--- config.mk ---
export PLATFORM = sky130hd
export DESIGN_NAME = rwri_regs
export DESIGN_NICKNAME = d
export VERILOG_FILES = /design/src/rwri_pkg.sv /design/src/rwri_regs.sv
export VERILOG_INCLUDE_DIRS = /design/src
export SDC_FILE = /design/constraint.sdc
export NUM_CORES = 2
export LEC_CHECK = 0
export BUFFER_PORTS_ARGS = -buffer_cell sky130_fd_sc_hd__buf_2
export CAP_MARGIN = 20
export CORE_MARGIN = 3
export CORE_UTILIZATION = 60
export CTS_CLUSTER_DIAMETER = 200
export CTS_CLUSTER_SIZE = 12
export DETAILED_ROUTE_END_ITERATION = 16
export GPL_ROUTABILITY_DRIVEN = 0
export PLACE_DENSITY = 0.77
export REMOVE_ABC_BUFFERS = 1
export SLEW_MARGIN = 10
export SYNTH_ARGS = -nofsm -noshare
export SYNTH_HDL_FRONTEND = slang
export SYNTH_SLANG_ARGS = --single-unit
--- constraint.sdc ---
create_clock -name CLK -period 5 [get_ports CLK]
set_clock_uncertainty 0.2 [all_clocks]
set_input_delay 0.75 -clock CLK [delete_from_list [all_inputs] [get_ports CLK]]
set_output_delay 0.75 -clock CLK [all_outputs]
set_load 0.05 [all_outputs]
--- src/rwri_defs.svh ---
// constants for the reset and wake-up register block
`ifndef RWRI_DEFS_SVH
`define RWRI_DEFS_SVH

// register byte addresses
`define RWRI_OFF_CTRL 8'h00
`define RWRI_OFF_LATCH 8'h04
`define RWRI_OFF_DIR 8'h08
`define RWRI_OFF_PINS 8'h0c
`define RWRI_OFF_PFLAGS 8'h10
`define RWRI_OFF_INTCTL 8'h14
`define RWRI_OFF_PC 8'h18
`define RWRI_OFF_TOS 8'h1c
`define RWRI_OFF_RETURN_STACK_POINTER 8'h20
`define RWRI_OFF_STATUS 8'h24
`define RWRI_OFF_MASK 8'h28

// control register fields
`define RWRI_CTRL_OSC_LSB 0
`define RWRI_CTRL_STVR_BIT 3
`define RWRI_CTRL_LWE_BIT 4

// oscillator mode codes
`define RWRI_OSC_EXT_IO 3'h5
`define RWRI_OSC_RC_IO 3'h7

// interrupt control fields
`define RWRI_INT_GLOBAL_HIGH_IRQ_ENABLE_BIT 7
`define RWRI_INT_GLOBAL_LOW_IRQ_ENABLE_BIT 6
`define RWRI_INT_WDT_WAKE_BIT 0

// stack pointer register fields
`define RWRI_STK_FULL_BIT 7
`define RWRI_STK_UNF_BIT 6
`define RWRI_STK_TOP 5'h1f

// port a: gated bit and implemented mask
`define RWRI_PORT_GATED_BIT 6
`define RWRI_PORT_IMPL_MASK 8'h7f

// reset values
`define RWRI_DIR_RESET 8'h7f
`define RWRI_LATCH_RESET 8'h00
`define RWRI_CTRL_RESET 8'h08
`define RWRI_PC_RESET 21'h000000

// interrupt vectors
`define RWRI_VEC_HIGH 21'h000008
`define RWRI_VEC_LOW 21'h000018

// status event bits
`define RWRI_EV_POR 0
`define RWRI_EV_GROUP 1
`define RWRI_EV_WAKE 2
`define RWRI_EV_STACK 3

`endif

--- src/rwri_pkg.sv ---
// types for the reset and wake-up register block
package rwri_pkg;

  typedef logic [31:0][20:0] rwri_stack_type;

  typedef struct packed {
    logic [7:0] pin_meta;
    logic [7:0] pin_sync;
    logic [7:0] ctrl;
    logic [7:0] latch;
    logic [7:0] dir;
    logic [7:0] pflags;
    logic [7:0] intctl;
    logic [20:0] pc;
    logic [4:0] sp;
    logic stk_full;
    logic stk_unf;
    rwri_stack_type stack_mem;
    logic [3:0] status;
    logic [3:0] mask;
    logic irq;
    logic [7:0] port_out;
    logic [7:0] port_oe;
    logic lwe;
    logic pready;
    logic pslverr;
    logic [31:0] prdata;
  } rwri_state_type;

endpackage

--- src/rwri_regs.sv ---
// reset and wake-up register initialisation block with an apb slave
// Behaviour
// wake-up sets an interrupt flag bit
// enabled interrupt wake loads matching vector
// enabled interrupt wake pushes pc on stack
// port bit 6 only in io oscillator modes
// long write enable cleared by por, master-clear only
// unimplemented bits always read zero
// group resets share one value set
// unchanged bits keep value through event
// stack fault flags then reset if enabled
//
// The implementer's own choices: register access over APB and the register addresses.
`timescale 1ns/1ps
`default_nettype none
`include "rwri_defs.svh"

module rwri_regs (
  input wire logic CLK,
  input wire logic RESET_N,
  input wire logic PSEL,
  input wire logic PENABLE,
  input wire logic PWRITE,
  input wire logic [7:0] PADDR,
  input wire logic [31:0] PWDATA,
  output logic [31:0] PRDATA,
  output logic PREADY,
  output logic PSLVERR,
  input wire logic BROWNOUT,
  input wire logic MASTER_CLEAR,
  input wire logic WATCHDOG_RESET,
  input wire logic RESET_INSTR,
  input wire logic WAKE_WATCHDOG,
  input wire logic WAKE_IRQ,
  input wire logic WAKE_IRQ_HIGH,
  input wire logic [2:0] WAKE_IRQ_SRC,
  input wire logic STACK_PUSH,
  input wire logic STACK_POP,
  input wire logic [7:0] PORT_A_IN,
  output logic [7:0] PORT_A_OUT,
  output logic [7:0] PORT_A_OE,
  output logic LONG_WRITE_EN,
  output logic IRQ
);

  rwri_pkg::rwri_state_type r;
  rwri_pkg::rwri_state_type next_r;

  // mask for port a given the oscillator mode
  function automatic logic [7:0] port_mask(input logic [7:0] ctrl);
    logic [2:0] mode;
    logic [7:0] m;
    mode = ctrl[`RWRI_CTRL_OSC_LSB +: 3];
    m = `RWRI_PORT_IMPL_MASK;
    if (mode != `RWRI_OSC_EXT_IO && mode != `RWRI_OSC_RC_IO) begin
      m[`RWRI_PORT_GATED_BIT] = 1'b0;
    end
    return m;
  endfunction

  // widen a byte register to the bus word
  function automatic logic [31:0] word8(input logic [7:0] v);
    return {24'h000000, v};
  endfunction

  // offsets that answer without a slave error
  function automatic logic addr_mapped(input logic [7:0] addr);
    logic hit;
    hit = 1'b0;
    unique case (addr)
      `RWRI_OFF_CTRL,
      `RWRI_OFF_LATCH,
      `RWRI_OFF_DIR,
      `RWRI_OFF_PINS,
      `RWRI_OFF_PFLAGS,
      `RWRI_OFF_INTCTL,
      `RWRI_OFF_PC,
      `RWRI_OFF_TOS,
      `RWRI_OFF_RETURN_STACK_POINTER,
      `RWRI_OFF_STATUS,
      `RWRI_OFF_MASK: begin
        hit = 1'b1;
      end
      default: begin
        hit = 1'b0;
      end
    endcase
    return hit;
  endfunction

  // read mux, unused bits zero
  function automatic logic [31:0] read_word(
    input rwri_pkg::rwri_state_type s,
    input logic [7:0] addr,
    input logic [7:0] pm
  );
    logic [31:0] w;
    w = 32'h00000000;
    unique case (addr)
      `RWRI_OFF_CTRL: begin
        w = word8({3'h0, s.lwe, s.ctrl[3:0]});
      end
      `RWRI_OFF_LATCH: begin
        w = word8(s.latch & pm);
      end
      `RWRI_OFF_DIR: begin
        w = word8(s.dir & pm);
      end
      `RWRI_OFF_PINS: begin
        w = word8(s.pin_sync & pm);
      end
      `RWRI_OFF_PFLAGS: begin
        w = word8(s.pflags);
      end
      `RWRI_OFF_INTCTL: begin
        w = word8(s.intctl);
      end
      `RWRI_OFF_PC: begin
        w = {11'h000, s.pc};
      end
      `RWRI_OFF_TOS: begin
        w = {11'h000, s.stack_mem[s.sp]};
      end
      `RWRI_OFF_RETURN_STACK_POINTER: begin
        w = word8({s.stk_full, s.stk_unf, 1'b0, s.sp});
      end
      `RWRI_OFF_STATUS: begin
        w = {28'h0000000, s.status};
      end
      `RWRI_OFF_MASK: begin
        w = {28'h0000000, s.mask};
      end
      default: begin
        w = 32'h00000000;
      end
    endcase
    return w;
  endfunction

  // push: pointer moves first, then the slot it points at is written
  function automatic rwri_pkg::rwri_state_type push_word(
    input rwri_pkg::rwri_state_type s,
    input logic [4:0] ptr,
    input logic [20:0] val
  );
    rwri_pkg::rwri_state_type t;
    logic [4:0] up;
    t = s;
    up = ptr + 5'h01;
    t.sp = up;
    t.stack_mem[up] = val;
    return t;
  endfunction

  // values shared by the group resets and the power-on column
  function automatic rwri_pkg::rwri_state_type group_values(
    input rwri_pkg::rwri_state_type s
  );
    rwri_pkg::rwri_state_type t;
    // latch, stack flags, mask and control are left to the caller
    t = s;
    t.dir = `RWRI_DIR_RESET;
    t.pflags = 8'h00;
    t.intctl = 8'h00;
    t.pc = `RWRI_PC_RESET;
    t.sp = 5'h00;
    return t;
  endfunction

  logic [7:0] pmask;
  logic access;
  logic wr;
  logic rd;
  logic [3:0] ev;
  logic group_rst;
  logic por_rst;
  logic stack_fault;
  logic [31:0] rdata;
  logic mapped;

  always_comb begin
    next_r = r;
    pmask = port_mask(r.ctrl);
    access = PSEL & PENABLE & r.pready;
    wr = access & PWRITE;
    rd = access & ~PWRITE;
    ev = 4'h0;
    stack_fault = 1'b0;
    rdata = read_word(r, PADDR, pmask);
    mapped = addr_mapped(PADDR);

    next_r.pin_meta = PORT_A_IN;
    next_r.pin_sync = r.pin_meta;

    // apb: answer one cycle into the access phase
    next_r.pready = PSEL & PENABLE & ~r.pready;
    next_r.pslverr = PSEL & PENABLE & ~r.pready & ~mapped;
    if (PSEL & PENABLE & ~r.pready & ~PWRITE) begin
      next_r.prdata = rdata;
    end

    // software writes
    if (wr) begin
      unique case (PADDR)
        `RWRI_OFF_CTRL: begin
          next_r.ctrl = {4'h0, PWDATA[3:0]};
          next_r.lwe = PWDATA[`RWRI_CTRL_LWE_BIT];
        end
        // gated bit written only when enabled
        `RWRI_OFF_LATCH: begin
          next_r.latch = PWDATA[7:0] & pmask;
        end
        `RWRI_OFF_DIR: begin
          next_r.dir = PWDATA[7:0] & pmask;
        end
        `RWRI_OFF_PFLAGS: begin
          next_r.pflags = PWDATA[7:0];
        end
        `RWRI_OFF_INTCTL: begin
          next_r.intctl = PWDATA[7:0];
        end
        `RWRI_OFF_PC: begin
          next_r.pc = PWDATA[20:0];
        end
        `RWRI_OFF_TOS: begin
          if (r.sp != 5'h00) begin
            next_r.stack_mem[r.sp] = PWDATA[20:0];
          end
        end
        `RWRI_OFF_RETURN_STACK_POINTER: begin
          // flags only cleared by software
          next_r.stk_full = r.stk_full & PWDATA[`RWRI_STK_FULL_BIT];
          next_r.stk_unf = r.stk_unf & PWDATA[`RWRI_STK_UNF_BIT];
          next_r.sp = PWDATA[4:0];
        end
        `RWRI_OFF_MASK: begin
          next_r.mask = PWDATA[3:0];
        end
        default: begin
        end
      endcase
    end

    // core stack traffic
    if (STACK_PUSH) begin
      if (r.sp != `RWRI_STK_TOP) begin
        next_r = push_word(next_r, r.sp, r.pc);
      end
      // full flag then reset if enabled
      if (r.sp >= (`RWRI_STK_TOP - 5'h01)) begin
        next_r.stk_full = 1'b1;
        stack_fault = r.ctrl[`RWRI_CTRL_STVR_BIT];
        ev[`RWRI_EV_STACK] = 1'b1;
      end
    end else if (STACK_POP) begin
      if (r.sp == 5'h00) begin
        // underflow returns zero and flags
        next_r.pc = `RWRI_PC_RESET;
        next_r.stk_unf = 1'b1;
        stack_fault = r.ctrl[`RWRI_CTRL_STVR_BIT];
        ev[`RWRI_EV_STACK] = 1'b1;
      end else begin
        next_r.pc = r.stack_mem[r.sp];
        next_r.sp = r.sp - 5'h01;
      end
    end

    // wake-up from sleep; other state unchanged
    if (WAKE_WATCHDOG) begin
      // record watchdog wake cause
      next_r.intctl[`RWRI_INT_WDT_WAKE_BIT] = 1'b1;
      ev[`RWRI_EV_WAKE] = 1'b1;
    end
    if (WAKE_IRQ) begin
      // record interrupt wake cause
      next_r.pflags[WAKE_IRQ_SRC] = 1'b1;
      ev[`RWRI_EV_WAKE] = 1'b1;
      if ((WAKE_IRQ_HIGH & r.intctl[`RWRI_INT_GLOBAL_HIGH_IRQ_ENABLE_BIT]) |
          (~WAKE_IRQ_HIGH & r.intctl[`RWRI_INT_GLOBAL_LOW_IRQ_ENABLE_BIT])) begin
        // vector by priority
        next_r.pc = WAKE_IRQ_HIGH ? `RWRI_VEC_HIGH : `RWRI_VEC_LOW;
        // push current pc
        if (r.sp != `RWRI_STK_TOP) begin
          next_r = push_word(next_r, r.sp, r.pc);
        end else begin
          next_r.stk_full = 1'b1;
        end
      end
    end

    group_rst = MASTER_CLEAR | WATCHDOG_RESET | RESET_INSTR | stack_fault;
    por_rst = BROWNOUT;
    if (group_rst | por_rst) begin
      // shared initial values
      next_r = group_values(next_r);
      // latch, stack flags and control keep their values
      next_r.latch = r.latch;
      ev[`RWRI_EV_GROUP] = group_rst;
      ev[`RWRI_EV_WAKE] = 1'b0;
    end
    if (por_rst) begin
      // brown-out takes the power-on column
      next_r.latch = `RWRI_LATCH_RESET;
      next_r.ctrl = `RWRI_CTRL_RESET;
      ev[`RWRI_EV_POR] = 1'b1;
    end
    // long write enable cleared by master-clear; brown-out and the other group resets keep it
    if (MASTER_CLEAR) begin
      next_r.lwe = 1'b0;
    end

    // sticky status: read clears, new event wins
    if (rd && PADDR == `RWRI_OFF_STATUS) begin
      // clear only the bits the read returned; a later event survives
      next_r.status = (r.status & ~r.prdata[3:0]) | ev;
    end else begin
      next_r.status = r.status | ev;
    end
    next_r.irq = |(next_r.status & next_r.mask);

    // outputs follow the gating of the next mode
    next_r.port_out = next_r.latch & port_mask(next_r.ctrl);
    next_r.port_oe = ~next_r.dir & port_mask(next_r.ctrl);
  end

  // power-on clears everything but ctrl, dir and status, including long write enable
  always_ff @(posedge CLK or negedge RESET_N) begin
    if (!RESET_N) begin
      r <= '0;
      r.ctrl <= `RWRI_CTRL_RESET;
      r.dir <= `RWRI_DIR_RESET;
      r.status <= 4'h1;
    end else begin
      r <= next_r;
    end
  end

  assign PRDATA = r.prdata;
  assign PREADY = r.pready;
  assign PSLVERR = r.pslverr;
  assign PORT_A_OUT = r.port_out;
  assign PORT_A_OE = r.port_oe;
  assign LONG_WRITE_EN = r.lwe;
  assign IRQ = r.irq;

endmodule
`default_nettype wire

==> results.cfg <==
[sta]
fin_ws_ns = 0.838
finalCritPeriodShare_pct = 83.2
hold_violations = 0
drv_slew = 0
rsz0062_at_grt = false
tightest_slew_ns = 1.21
relSlewSlack_pct = 19.4
setup_violations = 0
timing.fmax_mhz = 240
min_period_ns = 4.16

[power]
clockPowerShare_pct = 43.0
combPwrFrac_pct = 4.2
power_density_mw_per_mm2 = 254
ir_drop_uv = 222
cellInternalPower_mw = 9.26
power.total_mw = 12.2
leakagePower_nw = 23.0
swShare_pct = 23.8
power_switching_mw = 2.89
power_frac_seq_pct = 52.9

[finish]
post-route-util_pct = 65.2
final_layout_size_suffix_gt1_share_pct = 44.6
n_fill_cell = 5202
area_growth_syn_to_layout_pct = 6.89
fin_nets = 3550
diodes = 0

[setup_path]
crit_path_end_kind = flop
crit_slowest_cell = nor4b_2
path_class = reg2reg
critPathLaunchType = flop
crit_chain = inv_1 > ha_1 > nor4b_2 > nor4b_2 > nand3_1 > buf_4 > mux2_2 > mux2_2
crit_required_ns = 5.32
rrSetupSlack_ns = 0.84
arrival_ns = 4.48
path_max_fanout = 28
crit_path_max_incr_delay_ns = 0.82

[die]
rows = 99
pin_count = 117
die_area_mm2 = 0.0779
fp.dieH_um = 279
initial_core_util_pct = 61.0
die_w_um = 279
core_region_area_mm2 = 0.0735

[route]
via_per_inst = 7.13
drtPass1Iterations = 7
drtAntennaViolNets = 0
drc = 0
wl_per_cell_um = 30.8
vias = 31700
drt_iter0_drc = 3764
drt_wl_total_um = 137000

[placed_design]
dpl.hpwl_um = 84700
dp_slack_ns = 0.988
io_buffers = 91

[run]
drv_cap = 0

[grt]
grt_use_total_pct = 34.9
grt_pass1_wl_um = 206000
grt_start_max_net_pins = 134
antenna_found_initial = 0
grt_pass1_vias = 33300
grt-ovfl-total = 0

[worst_hold_path]
hold_class = in2async

[cts]
cts_tree = built
clk_pin_slew_ns = 0.08
cts_resized = 0
root_buffer = clkbuf_16
htreeDepth = 3
post_cts_buffers = 0
cts_made_buffers = 75
clock-sinks = 789
holdBufCountCts = 1
clockBufferDepth = 3
clk_latency_ns = 0.65

[synth]
synth_edf_count = 0
syn_area_mm2 = 0.0448
ys_ff_latch = 789
ys_seq_area_share_pct = 44.1
syn-mean-instance-area_um2 = 12.4
synthCells = 3612
synth_cell_types = 69
async_flop_share_pct = 100
ys.flop_type = dfrtp_1
ys_warn_count = 0

[run_status]
status = finished clean
[registers in the layout, summed over array words and instances (netlist names)]
signal / flops
PORT_A_OUT: 1
r: 756
PREADY: 1
PSLVERR: 1
PRDATA: 21
PORT_A_OE: 7
LONG_WRITE_EN: 1
IRQ: 1
[synthesized netlist by cell type, types with 10 or more instances]
cell / n / area [um2]
a211oi_1: 19 / 143
a21oi_1: 35 / 175
a22oi_1: 91 / 683
a32oi_1: 17 / 149
and3_1: 11 / 68.8
buf_1: 97 / 364
buf_2: 32 / 160
buf_4: 48 / 360
clkbuf_1: 266 / 998
dfrtp_1: 780 / 19500
ha_1: 10 / 125
inv_1: 13 / 48.8
mux2_1: 18 / 203
mux2_2: 1086 / 12200
mux2_4: 20 / 300
mux2i_1: 266 / 2660
mux4_2: 105 / 2360
nand2_1: 137 / 514
nand3_1: 63 / 315
nand4_1: 33 / 206
nand4b_1: 13 / 114
nor2_1: 60 / 225
nor2b_1: 12 / 75.1
nor3_1: 39 / 195
nor4_1: 15 / 93.8
o21ai_0: 89 / 445
o22ai_1: 67 / 419
o2bb2ai_1: 38 / 333
[through the flow]
stage / std cells / setup TNS [ns] / instance area [um2] / hold WS, ns
6_report: 4452 / 0 / 47900 / 0.0226
5_1_grt: 4452 / 0 / 47900 / 0.0172
4_1_cts: 4450 / 0 / 47800 / 0.00423
3_5_place_dp: 4354 / 0 / 45700 / 0.137
3_3_place_gp: 4353 / 0 / 45700 / 0.143
2_1_floorplan: 3177 / -3629.57 / 42900 / 0.131
[power by group through the flow]
stage | combinational [mW] | sequential [mW] | clock (mW)
after detailed placement | 0.499 | 6.54 | 0
after floorplan | 0.136 | 6.55 | 0
final | 0.506 | 6.43 | 5.22
after global routing | 0.543 | 6.43 | 5.50
after global placement | 0.481 | 6.54 | 0
after CTS | 0.501 | 6.43 | 5.27
[final cells by class]
cell class	instances	area [um2]	area share, %
clock buffers	88	1950	4.07
repair buffers	221	1630	3.40
flip-flops and latches	789	19800	41.3
multi-input cells	2375	23200	48.4
inverters	13	48.8	0.102
clock inverters	7	116	0.243
well taps	959	1200	2.51
[layout by cell type (no fill, tap or decap), drive strengths merged, types with 5 or more instances in the layout]
master	n
a211oi	19
a21oi	35
a22oi	91
a31oi	9
a32oi	17
and3	11
and3b	5
and4	5
buf	220
clkbuf	88
conb	13
dfrtp	780
dfstp	9
ha	10
inv	16
mux2	1124
mux2i	266
mux4	105
nand2	137
nand3	63
nand4	33
nand4b	13
nand4bb	7
nor2	60
nor2b	12
nor3	40
nor3b	10
nor4	16
nor4b	8
o21ai	91
o22ai	67
o2bb2ai	38
or2	6
or4	9
or4b	6
[layer usage]
metal / up-vias / share of wire [%] / global-route usage (%)
li1: 13100 / - / -
met1: 16200 / 37 / 43.3
met2: 1887 / 46 / 54.9
met3: 543 / 9.5 / 8.72
met4: 0 / 7.2 / 22.7
met5: - / 0 / 0
[final timing paths]
path                         startpoint      to  depth (start not counted)
min in group CLK           PORT_A_IN[5]  r[813]                          1
max                              r[734]  r[552]                          8
max reg2reg                      r[734]  r[552]                          8
max in group asynchronous       RESET_N   r[85]                          2
min reg2reg                      r[810]  r[802]                          0
min                             RESET_N  r[486]                          1
[logic make-up (layout without fill, tap and decap cells)]
family          after synthesis  after routing  share of synthesized area (%)
flops                       789            789                           44.1
compound gates              403            403                           6.10
other cells                   1             13                        0.00838
simple gates                453            453                           5.39
fa+ha+maj                    10             10                          0.279
mux                        1495           1495                           39.7
buf+inv                     460            329                           4.42
xor+xnor                      1              1                         0.0196
[worst max-delay path, delay by kind of cell (launching register included)]
kind,cells,cell delay (ns)
buffers and inverters,2,0.66
adder cells (fa/ha/maj),1,0.51
AND/OR/NAND/NOR,3,1.32
multiplexers,2,0.66
flip-flops,1,0.65
Power figures use the tool's default switching activity.
